`config.mk`:
```
export PLATFORM = sky130hd
export DESIGN_NAME = modem_serial_tx_rx_ports
export DESIGN_NICKNAME = d
export VERILOG_FILES = /design/src/verilog/modem_serial_tx_rx_ports.v /design/src/verilog/sync_two_flop.v
export VERILOG_INCLUDE_DIRS = /design/src /design/src/common
export SDC_FILE = /design/constraint.sdc
export NUM_CORES = 1
export LEC_CHECK = 0
export ABC_CLOCK_PERIOD_IN_PS = 15400
export BUFFER_PORTS_ARGS = -buffer_cell sky130_fd_sc_hd__buf_2
export CAP_MARGIN = 20
export CORE_AREA = 5 5 175 126
export DETAILED_ROUTE_END_ITERATION = 6
export DIE_AREA = 0 0 180 131
export PLACE_DENSITY = 0.86
export SYNTH_ARGS = -nofsm -noshare
export SYNTH_HDL_FRONTEND = slang
export SYNTH_SLANG_ARGS = --single-unit
```
`constraint.sdc`:
```
create_clock -name clk_sys -period 15.4 [get_ports clk_sys]
set_input_delay 1.54 -clock clk_sys [delete_from_list [all_inputs] [get_ports clk_sys]]
set_output_delay 1.54 -clock clk_sys [all_outputs]
set_load 0.01 [all_outputs]
```
`src/common/modem_port_defs.vh`:
```
// Register map, field positions and reset values of the modem serial ports
`ifndef MODEM_PORT_DEFS_VH
`define MODEM_PORT_DEFS_VH

`define ADDR_MODEM_CONFIG_C    8'h08
`define ADDR_IO_POLARITY       8'h24
`define ADDR_TX_CONTROL        8'h40
`define ADDR_BIT_HALF_PERIOD   8'h44
`define ADDR_ENERGY_THRESHOLD  8'h48
`define ADDR_PORT_STATUS       8'h4C

`define CFGC_CRC_IGNORE_BIT    5

`define POL_TX_READY_LOW_BIT   0
`define POL_TX_ENABLE_LOW_BIT  1
`define POL_TX_CLOCK_LOW_BIT   2
`define POL_RX_VALID_LOW_BIT   6

`define TXC_INT_PREAMBLE_BIT   0
`define TXC_LEAD_LSB           8
`define TXC_LEAD_MSB           15
`define TXC_PRE_LEN_LSB        16
`define TXC_PRE_LEN_MSB        31

`define RST_MODEM_CONFIG_C     8'h00
`define RST_IO_POLARITY        8'h00
`define RST_TX_CONTROL         32'h0080_0001
`define RST_BIT_HALF_PERIOD    16'h0008
`define RST_ENERGY_THRESHOLD   6'h20

`define AXI_RESP_OKAY          2'b00
`define AXI_RESP_SLVERR        2'b10

`endif

```
`src/verilog/modem_serial_tx_rx_ports.v`:
```
// Serial transmit and receive ports of the modem with AXI4-Lite registers
//
// Behaviour
// - device drives bit clock, samples data falling
// - bit clock runs while transmit enable active
// - internal mode sends preamble after enable
// - internal mode raises ready during preamble, lead bits before its end
// - ready lead time is programmable
// - external mode sends data at once
// - clear channel output never gates transmit
// - ready, enable, clock polarities each programmable
// - transmit port independent of receive port
// - demodulated bits leave with receive clock
// - receive disabled stops clock, valid and carrier sense; energy detect keeps running
// - data valid frames exactly the valid bits
// - optional ignore of header CRC failure
// - receive clock starts at acquisition
// - valid drops on length, lost track, disable
// - data valid polarity is programmable
// - energy detect and carrier sense outputs
// - receive port independent of transmit port
// - energy detect when strength above threshold
// - carrier sense when acquisition achieved
//
// The AXI4-Lite interface to the registers and the register addresses were chosen for this implementation.
`include "modem_port_defs.vh"

module modem_serial_tx_rx_ports (
    input  wire        clk_sys,
    input  wire        rst,
    // AXI4-Lite slave
    input  wire [7:0]  s_axi_awaddr,
    input  wire        s_axi_awvalid,
    output reg         s_axi_awready,
    input  wire [31:0] s_axi_wdata,
    input  wire [3:0]  s_axi_wstrb,
    input  wire        s_axi_wvalid,
    output reg         s_axi_wready,
    output reg  [1:0]  s_axi_bresp,
    output reg         s_axi_bvalid,
    input  wire        s_axi_bready,
    input  wire [7:0]  s_axi_araddr,
    input  wire        s_axi_arvalid,
    output reg         s_axi_arready,
    output reg  [31:0] s_axi_rdata,
    output reg  [1:0]  s_axi_rresp,
    output reg         s_axi_rvalid,
    input  wire        s_axi_rready,
    // Transmit pins
    input  wire        tx_power_enable,
    input  wire        tx_data_in,
    output reg         tx_bit_clock_out,
    output reg         tx_ready,
    output reg         clear_channel_ind,
    // Transmit stream to modulator core
    output reg         tx_bit_out,
    output reg         tx_bit_strobe,
    output reg         tx_data_phase,
    // Receive pins
    input  wire        rx_power_enable,
    output reg         rx_bit_clock_out,
    output reg         rx_data_out,
    output reg         rx_data_valid,
    output reg         energy_detect_ind,
    output reg         carrier_acquired_ind,
    // Receive side of demodulator core
    input  wire        acq_achieved,
    input  wire        pn_track_lost,
    input  wire        demod_bit,
    input  wire        demod_strobe,
    input  wire        hdr_strobe,
    input  wire [15:0] hdr_length,
    input  wire        hdr_crc_ok,
    input  wire [5:0]  rssi_value
);

localparam [1:0] TX_IDLE     = 2'd0;
localparam [1:0] TX_PREAMBLE = 2'd1;
localparam [1:0] TX_DATA     = 2'd2;

// Half-period divider step shared by both ports
function [15:0] div_next;
    input [15:0] count;
    input [15:0] half;
    begin
        if (count == 16'h0000)
            div_next = half - 16'h0001;
        else
            div_next = count - 16'h0001;
    end
endfunction

reg  [7:0]  modem_config_c;
reg  [7:0]  io_polarity_config;
reg  [31:0] tx_control;
reg  [15:0] bit_half_period;
reg  [5:0]  energy_threshold;

wire [2:0]  pins_sync;
wire        tx_power_enable_eff;
wire        rx_power_enable_eff;
wire        tx_data_sync;
wire [15:0] half_eff;

sync_two_flop #(
    .WIDTH (3)
) u_pin_sync (
    .clk_sys  (clk_sys),
    .rst      (rst),
    .async_in ({rx_power_enable, tx_data_in, tx_power_enable}),
    .sync_out (pins_sync)
);

assign tx_power_enable_eff    = pins_sync[0] ^
                      io_polarity_config[`POL_TX_ENABLE_LOW_BIT];
assign tx_data_sync = pins_sync[1];
assign rx_power_enable_eff    = pins_sync[2];
assign half_eff     = (bit_half_period == 16'h0000) ? 16'h0001
                                                    : bit_half_period;

// AXI4-Lite write path: address and data taken in either order
reg        aw_held;
reg        w_held;
reg [7:0]  aw_addr;
reg [31:0] w_data;
reg [3:0]  w_strb;
wire       do_write;
reg        wr_ok;

assign do_write = aw_held && w_held && !s_axi_bvalid;

always @* begin
    case (aw_addr)
        `ADDR_MODEM_CONFIG_C,
        `ADDR_IO_POLARITY,
        `ADDR_TX_CONTROL,
        `ADDR_BIT_HALF_PERIOD,
        `ADDR_ENERGY_THRESHOLD: wr_ok = 1'b1;
        default:                wr_ok = 1'b0;
    endcase
end

always @(posedge clk_sys or posedge rst) begin
    if (rst) begin
        aw_held            <= 1'b0;
        w_held             <= 1'b0;
        aw_addr            <= 8'h00;
        w_data             <= 32'h0000_0000;
        w_strb             <= 4'h0;
        s_axi_awready      <= 1'b0;
        s_axi_wready       <= 1'b0;
        s_axi_bvalid       <= 1'b0;
        s_axi_bresp        <= `AXI_RESP_OKAY;
        modem_config_c     <= `RST_MODEM_CONFIG_C;
        io_polarity_config <= `RST_IO_POLARITY;
        tx_control         <= `RST_TX_CONTROL;
        bit_half_period    <= `RST_BIT_HALF_PERIOD;
        energy_threshold   <= `RST_ENERGY_THRESHOLD;
    end else begin
        s_axi_awready <= !aw_held && !s_axi_awready && s_axi_awvalid;
        s_axi_wready  <= !w_held && !s_axi_wready && s_axi_wvalid;
        if (s_axi_awvalid && s_axi_awready) begin
            aw_held <= 1'b1;
            aw_addr <= {s_axi_awaddr[7:2], 2'b00};
        end
        if (s_axi_wvalid && s_axi_wready) begin
            w_held <= 1'b1;
            w_data <= s_axi_wdata;
            w_strb <= s_axi_wstrb;
        end
        if (do_write) begin
            aw_held      <= 1'b0;
            w_held       <= 1'b0;
            s_axi_bvalid <= 1'b1;
            s_axi_bresp  <= wr_ok ? `AXI_RESP_OKAY : `AXI_RESP_SLVERR;
            case (aw_addr)
                `ADDR_MODEM_CONFIG_C:
                    if (w_strb[0]) modem_config_c <= w_data[7:0];
                `ADDR_IO_POLARITY:
                    if (w_strb[0]) io_polarity_config <= w_data[7:0];
                `ADDR_TX_CONTROL: begin
                    if (w_strb[0]) tx_control[7:0]   <= w_data[7:0];
                    if (w_strb[1]) tx_control[15:8]  <= w_data[15:8];
                    if (w_strb[2]) tx_control[23:16] <= w_data[23:16];
                    if (w_strb[3]) tx_control[31:24] <= w_data[31:24];
                end
                `ADDR_BIT_HALF_PERIOD: begin
                    if (w_strb[0]) bit_half_period[7:0]  <= w_data[7:0];
                    if (w_strb[1]) bit_half_period[15:8] <= w_data[15:8];
                end
                `ADDR_ENERGY_THRESHOLD:
                    if (w_strb[0]) energy_threshold <= w_data[5:0];
                default: ;
            endcase
        end else if (s_axi_bvalid && s_axi_bready) begin
            s_axi_bvalid <= 1'b0;
        end
    end
end

// Transmit port
reg  [1:0]  tx_state;
reg         tx_power_enable_prev;
reg         tx_clk;
reg  [15:0] tx_div;
reg  [15:0] pre_left;
wire        tx_int_mode;
wire [7:0]  tx_lead;

assign tx_int_mode = tx_control[`TXC_INT_PREAMBLE_BIT];
assign tx_lead     = tx_control[`TXC_LEAD_MSB:`TXC_LEAD_LSB];

always @(posedge clk_sys or posedge rst) begin
    if (rst) begin
        tx_state         <= TX_IDLE;
        tx_power_enable_prev       <= 1'b0;
        tx_clk           <= 1'b0;
        tx_div           <= 16'h0000;
        pre_left         <= 16'h0000;
        tx_bit_out       <= 1'b0;
        tx_bit_strobe    <= 1'b0;
        tx_data_phase    <= 1'b0;
        tx_ready         <= 1'b0;
        tx_bit_clock_out <= 1'b0;
    end else begin
        tx_power_enable_prev    <= tx_power_enable_eff;
        tx_bit_strobe <= 1'b0;
        case (tx_state)
            TX_IDLE: begin
                tx_clk <= 1'b0;
                // Enable alone starts the packet, clear channel unused
                if (tx_power_enable_eff && !tx_power_enable_prev) begin
                    tx_div   <= half_eff - 16'h0001;
                    pre_left <= tx_control[`TXC_PRE_LEN_MSB:`TXC_PRE_LEN_LSB];
                    if (tx_int_mode)
                        tx_state <= TX_PREAMBLE;
                    else
                        tx_state <= TX_DATA;
                end
            end
            TX_PREAMBLE, TX_DATA: begin
                if (!tx_power_enable_eff) begin
                    tx_state <= TX_IDLE;
                    tx_clk   <= 1'b0;
                end else begin
                    tx_div <= div_next(tx_div, half_eff);
                    if (tx_div == 16'h0000) begin
                        tx_clk <= !tx_clk;
                        if (tx_clk) begin
                            tx_bit_strobe <= 1'b1;
                            if (tx_state == TX_DATA) begin
                                tx_bit_out <= tx_data_sync;
                            end else begin
                                tx_bit_out <= 1'b1;
                                if (pre_left <= 16'h0001)
                                    tx_state <= TX_DATA;
                                else
                                    pre_left <= pre_left - 16'h0001;
                            end
                        end
                    end
                end
            end
            default: tx_state <= TX_IDLE;
        endcase
        tx_data_phase <= (tx_state == TX_DATA);
        tx_ready <= (tx_int_mode && tx_power_enable_eff &&
                     ((tx_state == TX_DATA) ||
                      (tx_state == TX_PREAMBLE &&
                       pre_left <= {8'h00, tx_lead})))
                    ^ io_polarity_config[`POL_TX_READY_LOW_BIT];
        tx_bit_clock_out <= tx_clk ^
                    io_polarity_config[`POL_TX_CLOCK_LOW_BIT];
    end
end

// Receive port, runs from its own enable and divider
reg         rx_clk;
reg  [15:0] rx_div;
reg         rx_valid_int;
reg  [15:0] rx_left;
reg         rx_pending;
wire        rx_live;
wire        ed_now;

assign rx_live = rx_power_enable_eff && acq_achieved;
assign ed_now  = rssi_value > energy_threshold;

always @(posedge clk_sys or posedge rst) begin
    if (rst) begin
        rx_clk               <= 1'b0;
        rx_div               <= 16'h0000;
        rx_valid_int         <= 1'b0;
        rx_left              <= 16'h0000;
        rx_pending           <= 1'b0;
        rx_bit_clock_out     <= 1'b0;
        rx_data_out          <= 1'b0;
        rx_data_valid        <= 1'b0;
        energy_detect_ind    <= 1'b0;
        carrier_acquired_ind <= 1'b0;
        clear_channel_ind    <= 1'b0;
    end else begin
        if (!rx_live) begin
            rx_clk       <= 1'b0;
            rx_div       <= half_eff - 16'h0001;
            rx_valid_int <= 1'b0;
        end else begin
            if (demod_strobe)
                rx_pending <= demod_bit;
            if (hdr_strobe && !rx_valid_int &&
                (hdr_crc_ok ||
                 modem_config_c[`CFGC_CRC_IGNORE_BIT])) begin
                rx_valid_int <= 1'b1;
                rx_left      <= hdr_length;
            end
            rx_div <= div_next(rx_div, half_eff);
            if (rx_div == 16'h0000) begin
                rx_clk <= !rx_clk;
                if (rx_clk) begin
                    rx_data_out <= rx_pending;
                    if (rx_valid_int) begin
                        if (rx_left == 16'h0000)
                            rx_valid_int <= 1'b0;
                        else
                            rx_left <= rx_left - 16'h0001;
                    end
                end
            end
            if (pn_track_lost)
                rx_valid_int <= 1'b0;
        end
        rx_bit_clock_out <= rx_clk;
        rx_data_valid <= (rx_valid_int && rx_live && !pn_track_lost) ^
                    io_polarity_config[`POL_RX_VALID_LOW_BIT];
        energy_detect_ind    <= ed_now;
        carrier_acquired_ind <= rx_live;
        clear_channel_ind    <= !ed_now;
    end
end

// AXI4-Lite read path, one cycle to answer
reg [31:0] rd_value;
reg        rd_ok;

always @* begin
    rd_value = 32'h0000_0000;
    rd_ok    = 1'b1;
    case ({s_axi_araddr[7:2], 2'b00})
        `ADDR_MODEM_CONFIG_C:   rd_value = {24'h00_0000, modem_config_c};
        `ADDR_IO_POLARITY:      rd_value = {24'h00_0000, io_polarity_config};
        `ADDR_TX_CONTROL:       rd_value = tx_control;
        `ADDR_BIT_HALF_PERIOD:  rd_value = {16'h0000, bit_half_period};
        `ADDR_ENERGY_THRESHOLD: rd_value = {26'h000_0000, energy_threshold};
        `ADDR_PORT_STATUS:
            rd_value = {rx_left, 8'h00, tx_state, tx_power_enable_eff, rx_power_enable_eff,
                        rx_valid_int, ed_now, rx_live, tx_clk};
        default:                rd_ok    = 1'b0;
    endcase
end

always @(posedge clk_sys or posedge rst) begin
    if (rst) begin
        s_axi_arready <= 1'b0;
        s_axi_rvalid  <= 1'b0;
        s_axi_rdata   <= 32'h0000_0000;
        s_axi_rresp   <= `AXI_RESP_OKAY;
    end else begin
        s_axi_arready <= !s_axi_arready && !s_axi_rvalid && s_axi_arvalid;
        if (s_axi_arvalid && s_axi_arready) begin
            s_axi_rvalid <= 1'b1;
            s_axi_rdata  <= rd_value;
            s_axi_rresp  <= rd_ok ? `AXI_RESP_OKAY : `AXI_RESP_SLVERR;
        end else if (s_axi_rvalid && s_axi_rready) begin
            s_axi_rvalid <= 1'b0;
        end
    end
end

endmodule

```
`src/verilog/sync_two_flop.v`:
```
// Two flip-flop synchroniser for levels arriving from outside the clock domain
module sync_two_flop #(
    parameter WIDTH = 1
) (
    input  wire             clk_sys,
    input  wire             rst,
    input  wire [WIDTH-1:0] async_in,
    output reg  [WIDTH-1:0] sync_out
);

reg [WIDTH-1:0] stage_one;

always @(posedge clk_sys or posedge rst) begin
    if (rst) begin
        stage_one <= {WIDTH{1'b0}};
        sync_out  <= {WIDTH{1'b0}};
    end else begin
        stage_one <= async_in;
        sync_out  <= stage_one;
    end
end

endmodule
```
==> flow_summary.yaml, run 1 <==
yosys:
  synthDistinctLibCells: 84
  seq_area_frac_synth_pct: 50.8
  synth-seq-cells: 241
  synth_area_mm2: 0.0119
  ys_warn_count: 0
  synth_edf_count: 0
  syn_inst: 1108
  ys.flop_type: "dfrtp_1"
  async_flop_share_pct: 100
  synth_area_per_cell_um2: 10.7
routing:
  wl_um: 32200
  drc: 0
  ant_nets: 0
  via_count: 9677
  first_iter_violations: 1115
  firstDrtPassIters: 7
  vias_per_cell: 6.32
  wl_per_cell_um: 21.1
hold_path:
  hold_path.class: "register to register"
clock_tree:
  cts_root_buf: "clkbuf_16"
  cts_hold_buf: 0
  tritoncts: "built"
  clock_latency_ns: 0.53
  post_cts_buffers: 0
  cts-buffers-inserted: 24
  cts_buffer_depth: 3
  htreeDepth: 1
  clkSinkCount: 241
  postCtsResizedCells: 0
  clkSlewWorstSetupHoldPaths_ns: 0.06
timing:
  hold_viol: 0
  skew_ns: 0.0192
  period_share_pct: 20.8
  maxSlewHeadroom_pct: 28.4
  slew_violations: 0
  fmax_mhz: 312
  fin_crit_ns: 3.21
  worstMarginPinSlew_ns: 1.07
  rsz0062_at_grt: "false"
  setup_viol_count_final: 0
  tns_ns: 0
worst_setup_path:
  worstSetupEndpointType: "register"
  worst_ep_required_time_ns: 15.81
  startpoint_type: "register"
  crit_path_max_fanout: 7
  cp.arrival_ns: 3.61
  path_class: "register to register"
final_layout:
  area_growth_pct: 14.4
  num-fill-cells: 1497
  post-route-util_pct: 66.9
  diodes: 0
  fin_nets: 1353
  layout-drive-gt1-share_pct: 26.6
global_routing:
  grtUsageMet3_pct: 6.39
  antenna_found_initial: 3
  grt_pass1_vias: 9675
  grt_overflow: 0
  grt_first_pass_wirelength_um: 51700
  track_usage_pct: 27.1
  use_met1_pct: 38.6
  use_met2_pct: 42.2
  top_usage_layer: "met2"
  grt_max_degree: 117
die:
  core_area_mm2: 0.0203
  dieArea_mm2: 0.0236
  die_h_um: 131
  start_util_pct: 58.5
  fp-row-count: 44
  die_w_um: 180
  pin_count: 142
power:
  vdd_ir_drop_max_mv: 0.107
  power.density_mw_per_mm2: 184
  p_leak_nw: 6.20
place:
  dp_hpwl_um: 22500
  gp_congestion: 0.938
  io_buffers: 135
outcome:
  status: "finished clean"
flow_run:
  drv_cap: 0
-- metal layers --
layer / up-vias / share of wire, %
met4: 6 / 2.6
met2: 491 / 45
met5: - / 0.11
li1: 4308 / -
met3: 86 / 9.6
met1: 4786 / 42
-- where the power goes --
group / internal, mW / switching [mW] / leakage [nW]
clock network: 0.334 / 0.251 / 0.360
registers: 0.810 / 0.203 / 3.11
logic: 0.379 / 0.520 / 2.73
-- flip-flops by register name (all words and copies together), names as in the netlist, 16 cells and up --
name and count:
bit_half_period 16, pre_left 16, rx_div 16, rx_left 16, s_axi_rdata 32, tx_control 32, tx_div 16, w_data 32
-- layout make-up --
| type | instances | area (µm²) | share of cell area, % |
|---|---|---|---|
| Tap cell | 276 | 345 | 2.54 |
| Clock buffer | 34 | 659 | 4.85 |
| Timing Repair Buffer | 146 | 786 | 5.78 |
| Sequential cell | 241 | 6040 | 44.4 |
| Multi-Input combinational cell | 779 | 5470 | 40.3 |
| Inverter | 44 | 173 | 1.27 |
| Clock inverter | 10 | 116 | 0.856 |
-- synthesized netlist by cell type (13+ instances only) --
| library cell | number | area, µm² |
|---|---|---|
| xor2_1 | 18 | 158 |
| nor4_1 | 14 | 87.6 |
| a31oi_1 | 13 | 81.3 |
| a21oi_1 | 53 | 265 |
| nand4_1 | 16 | 100 |
| nand2_1 | 103 | 387 |
| nor3_1 | 32 | 160 |
| o22ai_1 | 20 | 125 |
| inv_1 | 43 | 161 |
| o21ai_0 | 75 | 375 |
| dfrtp_1 | 237 | 5930 |
| mux2_2 | 117 | 1320 |
| ha_1 | 27 | 338 |
| a22oi_1 | 33 | 248 |
| clkbuf_1 | 26 | 97.6 |
| nor2_1 | 68 | 255 |
| nand2b_1 | 13 | 81.3 |
| nand3_1 | 23 | 115 |
-- cells in the final DEF (no fill, tap or decap), types with 13 or more instances in the layout --
cell         n
dfrtp_1    237
buf_2      135
xor2_1      18
o21ai_0     75
mux2_2     117
nand3_1     23
ha_1        27
a31oi_1     13
a22oi_1     33
nand2b_1    13
nand2_1    102
o22ai_1     20
clkbuf_16   25
nand4_1     16
nor4_1      14
a21oi_1     53
nor3_1      32
nor2_1      68
inv_1       42
-- worst paths after layout --
| check | to | start | depth (start not counted) | slack, ns |
|---|---|---|---|---|
| setup / recovery | tx_div[8]$_DFFE_PP0P_ | bit_half_period[8]$_DFFE_PP0P_ | 10 | 12.19 |
| hold / removal | u_pin_sync.sync_out[1]$_DFF_PP0_ | u_pin_sync.stage_one[1]$_DFF_PP0_ | 0 | 0.35 |
| setup reg to reg | tx_div[8]$_DFFE_PP0P_ | bit_half_period[8]$_DFFE_PP0P_ | 10 | 12.19 |
| hold reg to reg | u_pin_sync.sync_out[1]$_DFF_PP0_ | u_pin_sync.stage_one[1]$_DFF_PP0_ | 0 | 0.35 |
| max in group asynchronous | w_data[31]$_DFFE_PP0P_ | rst | 3 | 12.78 |
| min in group asynchronous | energy_threshold[0]$_DFFE_PP0P_ | rst | 2 | 1.16 |
-- cell families after synthesis --
group | after synthesis | share of synthesized area (%)
DFF | 241 | 50.8
other | 1 | 0.0316
and+or+nand+nor | 333 | 14.7
AOI/OAI and AO/OA | 263 | 14.5
buffers and inverters | 89 | 3.24
adders and majority gates | 27 | 2.84
xor gates and xnor gates | 28 | 2.06
muxes | 126 | 11.8
-- critical path: stages (launching register included) --
cell and delay, ns:
dfrtp_1 0.47, nor4_1 0.69, and4b_1 0.49, and2_1 0.21
a21oi_1 0.13, ha_1 0.30, nand3_1 0.20, xor2_1 0.25
nand2_1 0.10, a21oi_1 0.19, a21oi_1 0.05
-- metrics by stage --
| step | setup WS (ns) | instance area (µm²) | cells | total power, mW | hold slack [ns] |
|---|---|---|---|---|---|
| after floorplan | 7.25 | 11900 | 1109 | 1.63 | 0.331 |
| after global placement | 11.75 | 12800 | 1484 | 1.82 | 0.336 |
| after detailed placement | 11.69 | 12800 | 1485 | 1.88 | 0.344 |
| after CTS | 12.19 | 13600 | 1529 | 2.48 | 0.355 |
| after global routing | 11.97 | 13600 | 1530 | 2.63 | 0.359 |
| final | 12.19 | 13600 | 1530 | 2.50 | 0.353 |
No activity file was read; power rests on OpenSTA's default activity.
==> inputs of run 2 (changes only) <==
--- a/config.mk
+++ b/config.mk
@@ -6,13 +6,13 @@
 export SDC_FILE = /design/constraint.sdc
 export NUM_CORES = 1
 export LEC_CHECK = 0
-export ABC_CLOCK_PERIOD_IN_PS = 15400
+export ABC_CLOCK_PERIOD_IN_PS = 3100
 export BUFFER_PORTS_ARGS = -buffer_cell sky130_fd_sc_hd__buf_2
 export CAP_MARGIN = 20
-export CORE_AREA = 5 5 175 126
+export CORE_AREA = 5 5 176 127
 export DETAILED_ROUTE_END_ITERATION = 6
-export DIE_AREA = 0 0 180 131
-export PLACE_DENSITY = 0.86
+export DIE_AREA = 0 0 181 132
+export PLACE_DENSITY = 0.85
 export SYNTH_ARGS = -nofsm -noshare
 export SYNTH_HDL_FRONTEND = slang
 export SYNTH_SLANG_ARGS = --single-unit
==> constraint.sdc (replaced) <==
create_clock -name clk_sys -period 3.1 [get_ports clk_sys]
set_input_delay 0.31 -clock clk_sys [delete_from_list [all_inputs] [get_ports clk_sys]]
set_output_delay 0.31 -clock clk_sys [all_outputs]
set_load 0.01 [all_outputs]
==> flow_summary.yaml, run 2 (synthesis gave the netlist of run 1 again) <==
clock_tree:
  cts_buffer_depth: 3
  postCtsResizedCells: 0
  post_cts_buffers: 0
  cts-buffers-inserted: 23
  tritoncts: "built"
  cts_root_buf: "clkbuf_16"
  htreeDepth: 1
  clock_latency_ns: 0.51
  cts_hold_buf: 7
  clkSlewWorstSetupHoldPaths_ns: 0.07
  clkSinkCount: 241
power:
  power.density_mw_per_mm2: 919
  vdd_ir_drop_max_mv: 0.537
  p_leak_nw: 6.37
  total_power_mw: 12.8
routing:
  wl_per_cell_um: 21.3
  first_iter_violations: 1287
  via_count: 9815
  wl_um: 33100
  firstDrtPassIters: 6
  drc: 0
  vias_per_cell: 6.31
  ant_nets: 0
hold_path:
  hold_path.class: "primary input to register"
  worstHoldStart: "s_axi_wdata[31]"
place:
  gp_congestion: 0.937
  numPlacedInstances: 1506
  io_buffers: 135
  dp_hpwl_um: 23400
timing:
  skew_ns: 0.0140
  rsz0062_at_grt: "false"
  slew_violations: 0
  hold_viol: 0
  period_share_pct: 91.9
  maxSlewHeadroom_pct: 28.8
  fin_crit_ns: 2.85
  setup_viol_count_final: 0
  worstMarginPinSlew_ns: 1.06
  fmax_mhz: 351
final_layout:
  instances_no_fill: 1556
  regArea_mm2: 0.00604
  layout-drive-gt1-share_pct: 27.9
  num-fill-cells: 1462
  multi_input_area_mm2: 0.00547
  fin_nets: 1380
  area_growth_pct: 16.8
  post-route-util_pct: 67.9
  reg_top3: "s_axi_rdata: 32 flops, tx_control: 32 flops, w_data: 32 flops"
  final_common_cell: "dfrtp_1"
  final_cell_mix: "dfrtp_1, buf_2, mux2_2, nand2_1, o21ai_0"
die:
  core_area_mm2: 0.0204
  start_util_pct: 58.2
  fp-row-count: 44
  pin_count: 142
  die_h_um: 132
  die_w_um: 181
  dieArea_mm2: 0.0239
global_routing:
  track_usage_pct: 27.1
  grt_max_degree: 80
  grt_overflow: 0
  antenna_found_initial: 5
  grt_first_pass_wirelength_um: 53100
  grt_pass1_vias: 9767
worst_setup_path:
  crit_slowest_cell: "dfrtp_1"
  ff2ff_setup_slack_ns: 0.25
  cp.arrival_ns: 3.23
  startpoint_type: "register"
  crit-reg2reg-launch: "bit_half_period[8]$_DFFE_PP0P_"
  critPathLaunch: "bit_half_period[8]$_DFFE_PP0P_"
  crit_path_max_fanout: 7
  path_cells: "nor4_1, buf_4, and4b_1, and2_1, a21oi_1, ha_1, nand3_1, nor4b_1, xor2_1, nand2_1, o311ai_0"
  worst_ep_required_time_ns: 3.48
  worst_path_largest_cell_delay_ns: 0.47
  worstSetupEndpointType: "register"
  path_class: "register to register"
flow_run:
  drv_cap: 0
outcome:
  status: "finished clean"
-- run 2: cell types whose count changed in the layout (fill, tap and decap cells not counted), moves of 2 or more --
cell,previous run,this run
buf_4,9,28
dlygate4sd3_1,0,7
clkbuf_1,9,3
clkbuf_8,0,6
buf_12,0,3
clkinvlp_4,5,2
bufinv_16,2,4
clkbuf_16,25,23
-- run 2: report_power, final --
| part | switching (mW) | leakage (nW) | internal, mW |
|---|---|---|---|
| logic | 2.63 | 2.86 | 2.03 |
| registers | 1.02 | 3.11 | 4.02 |
| clock network | 1.22 | 0.403 | 1.84 |
-- run 2: layer usage --
layer  part of all wire, %  GRT usage [%]  up-vias  wire (µm)
li1                      -              -     4364          -
met1                    42           39.4     4829      13900
met2                    45           40.9      530      14900
met3                    10           7.39       84       3390
met4                   2.7           6.96        8        897
met5                  0.14              0        -         46
-- run 2: stage by stage --
step	setup TNS, ns	hold WS, ns	worst slack (ns)	cell area (µm²)
2_1_floorplan	-87.35	0.331	-0.369	11900
4_1_cts	0	0.0191	0.317	13900
6_report	0	0.0304	0.251	13900
3_5_place_dp	0	0.335	0.349	13000
5_1_grt	0	0.0227	0.0116	13900
3_3_place_gp	0	0.334	0.499	13000
-- run 2: worst max-delay path, delay by kind of cell, from the launching register on --
kind                     cells  cell delay [ns]
AO/OA/AOI/OAI                2             0.41
XOR/XNOR                     1             0.27
adder cells (fa/ha/maj)      1             0.23
buffers and inverters        1             0.17
flip-flops                   1             0.47
AND/OR/NAND/NOR              6             1.18
-- run 2: final timing paths --
path | end | depth (start not counted)
worst max register to register | tx_div[14]$_DFFE_PP0P_ | 11
min in group asynchronous | w_data[2]$_DFFE_PP0P_ | 3
max in group asynchronous | tx_control[23]$_DFFE_PP1P_ | 4
worst min register to register | u_pin_sync.sync_out[0]$_DFF_PP0_ | 0
worst max-delay path | tx_div[14]$_DFFE_PP0P_ | 11
worst min-delay path | w_data[31]$_DFFE_PP0P_ | 2
-- run 2: final cells by class --
| cell class | instances | area share, % |
|---|---|---|
| flip-flops and latches | 241 | 43.5 |
| multi-input cells | 779 | 39.4 |
| repair buffers | 174 | 7.43 |
| clock buffers | 32 | 4.82 |
| well taps | 276 | 2.49 |
| inverters | 44 | 1.22 |
| clock inverters | 9 | 1.09 |
| diodes | 1 | 0.0180 |
==> inputs of run 3 (changes only) <==
--- a/config.mk
+++ b/config.mk
@@ -6,7 +6,7 @@
 export SDC_FILE = /design/constraint.sdc
 export NUM_CORES = 1
 export LEC_CHECK = 0
-export ABC_CLOCK_PERIOD_IN_PS = 3100
+export ABC_CLOCK_PERIOD_IN_PS = 2700
 export BUFFER_PORTS_ARGS = -buffer_cell sky130_fd_sc_hd__buf_2
 export CAP_MARGIN = 20
 export CORE_AREA = 5 5 176 127
==> constraint.sdc (replaced) <==
create_clock -name clk_sys -period 2.7 [get_ports clk_sys]
set_input_delay 0.27 -clock clk_sys [delete_from_list [all_inputs] [get_ports clk_sys]]
set_output_delay 0.27 -clock clk_sys [all_outputs]
set_load 0.01 [all_outputs]
==> flow_summary.yaml, run 3 (synthesis gave the netlist of run 1 again) <==
outcome:
  status: "finished clean"
clock_tree:
  clkSlewWorstSetupHoldPaths_ns: 0.06
  cts_buffer_depth: 3
  clkSinkCount: 241
  cts-buffers-inserted: 23
  htreeDepth: 1
  tritoncts: "built"
  clock_latency_ns: 0.53
  cts_root_buf: "clkbuf_16"
flow_run:
  drv_cap: 0
worst_setup_path:
  path_delay_family: "simple AND/OR/NAND/NOR gates"
  worst_path_largest_cell_delay_ns: 0.44
  cp.arrival_ns: 2.99
  path_class: "register to register"
  path_common_cell: "and4_1"
  crit_slowest_cell: "and4_2"
  startpoint_type: "register"
  path_cells: "inv_1, ha_1, nor4b_1, and4_2, and4_1, buf_4, and4_1, nor3_1, a211oi_1"
  crit_path_max_fanout: 8
  worst_ep_required_time_ns: 3.12
  path_buf_inv: 2
  worstSetupEndpointType: "register"
place:
  place_area_mm2: 0.0131
  gp_congestion: 0.958
  dpl_worst_slack_ns: 0.0855
  io_buffers: 135
  numPlacedInstances: 1529
  dp_hpwl_um: 24100
final_layout:
  area_growth_pct: 21.0
  post-route-cell-area_mm2: 0.0144
  fin_nets: 1439
  num-fill-cells: 1369
  final_common_cell: "dfrtp_1"
  instances_no_fill: 1614
  final_cell_mix: "dfrtp_1, buf_2, mux2_2, nand2_1, o21ai_0"
  reg_top3: "s_axi_rdata: 32 flops, tx_control: 32 flops, w_data: 32 flops"
  layout-drive-gt1-share_pct: 28.8
timing:
  slew_violations: 0
  skew_ns: 0.0148
  worstMarginPinSlew_ns: 0.678
  setup_ws_ns: 0.132
  hold_ws_ns: 0.00193
  fin_crit_ns: 2.57
  hold_viol: 0
  maxSlewHeadroom_pct: 54.8
  period_share_pct: 95.1
  fmax_mhz: 389
  setup_viol_count_final: 0
global_routing:
  use_met1_pct: 40.5
  grt_first_pass_wirelength_um: 55800
  grtUsageMet3_pct: 7.06
  grt_pass1_vias: 10100
  track_usage_pct: 28.7
  grt_max_degree: 81
  use_met2_pct: 45.3
  top_usage_layer: "met2"
  antenna_found_initial: 3
  grt_overflow: 0
die:
  dieArea_mm2: 0.0239
  fp-row-count: 44
  core_area_mm2: 0.0204
  start_util_pct: 58.2
  pin_count: 142
  die_w_um: 181
  die_h_um: 132
routing:
  vias_per_cell: 6.26
  firstDrtPassIters: 6
  via_count: 10100
  wl_per_cell_um: 21.6
  ant_nets: 0
  drc: 0
  first_iter_violations: 1364
  wl_um: 34800
hold_path:
  hold_path.class: "primary input to register"
power:
  power.density_mw_per_mm2: 1030
  vdd_ir_drop_max_mv: 0.600
  p_leak_nw: 6.61
[run 3: cell count changes in the layout (fill, tap and decap cells not counted), sizes merged]
cell	previous run	this run
dlygate4sd3	7	44
clkinv	5	3
diode	1	2
buf	167	189
bufinv	4	2
clkinvlp	2	3
inv	42	43
[run 3: metal layers]
| metal | vias up | part of all wire, % |
|---|---|---|
| li1 | 4482 | - |
| met1 | 4950 | 41 |
| met2 | 578 | 46 |
| met3 | 87 | 10 |
| met4 | 2 | 2.8 |
| met5 | - | 0.032 |
[run 3: final cells by class]
cell class / count / area [µm²] / share of cell area (%)
Antenna cell: 2 / 5.00 / 0.0348
Clock buffer: 32 / 669 / 4.66
Clock inverter: 7 / 93.8 / 0.653
Inverter: 44 / 169 / 1.17
Multi-Input combinational cell: 779 / 5500 / 38.3
Sequential cell: 241 / 6040 / 42.0
Tap cell: 276 / 345 / 2.40
Timing Repair Buffer: 233 / 1550 / 10.8
[run 3: through the flow]
stage / util (%) / TNS, ns / power, mW
after floorplan: - / -172.67 / 9.27
after global placement: 64.2 / 0 / 10.8
after detailed placement: 64.3 / 0 / 11.1
after CTS: 70.2 / 0 / 14.5
after global routing: 70.4 / -0.0389 / 15.6
final: 70.4 / 0 / 14.8
[run 3: report_power, final]
part / total [mW] / internal [mW] / leakage, nW / switching (mW)
combinational: 5.70 / 2.51 / 3.13 / 3.19
clock: 3.33 / 1.92 / 0.371 / 1.41
sequential: 5.80 / 4.62 / 3.11 / 1.18
total: 14.8 / 9.05 / 6.61 / 5.78
[run 3: what timing repair did]
| item | CTS | global route |
|---|---|---|
| setup buffers | 0 | 0 |
| hold buffers | 44 | 0 |
| resized for setup | 0 | 8 |
| endpoints found under the setup margin | 0 | 15 |
| endpoints found under the hold margin | 62 | 0 |
[run 3: worst reg2reg max path: stages, from the launching register on]
cell and delay (ns):
dfrtp_1 0.40, inv_1 0.11, ha_1 0.16, nor4b_1 0.30, and4_2 0.44, and4_1 0.34
buf_4 0.20, and4_1 0.23, nor3_1 0.06, a211oi_1 0.23
[run 3: final timing paths]
path                            depth (start not counted)  slack, ns                                to                               from
worst max-delay path                                    9       0.13           rx_left[11]$_DFFE_PP0P_                rx_div[0]$_DFF_PP0_
worst min-delay path                                    2      0.002             w_data[7]$_DFFE_PP0P_                     s_axi_wdata[7]
worst max register to register                          9       0.13           rx_left[11]$_DFFE_PP0P_                rx_div[0]$_DFF_PP0_
worst min register to register                          0       0.35  u_pin_sync.sync_out[0]$_DFF_PP0_  u_pin_sync.stage_one[0]$_DFF_PP0_
max in group asynchronous                               4       1.48             w_data[8]$_DFFE_PP0P_                                rst
min in group asynchronous                               3       0.38        s_axi_rdata[1]$_DFFE_PP0P_                                rst
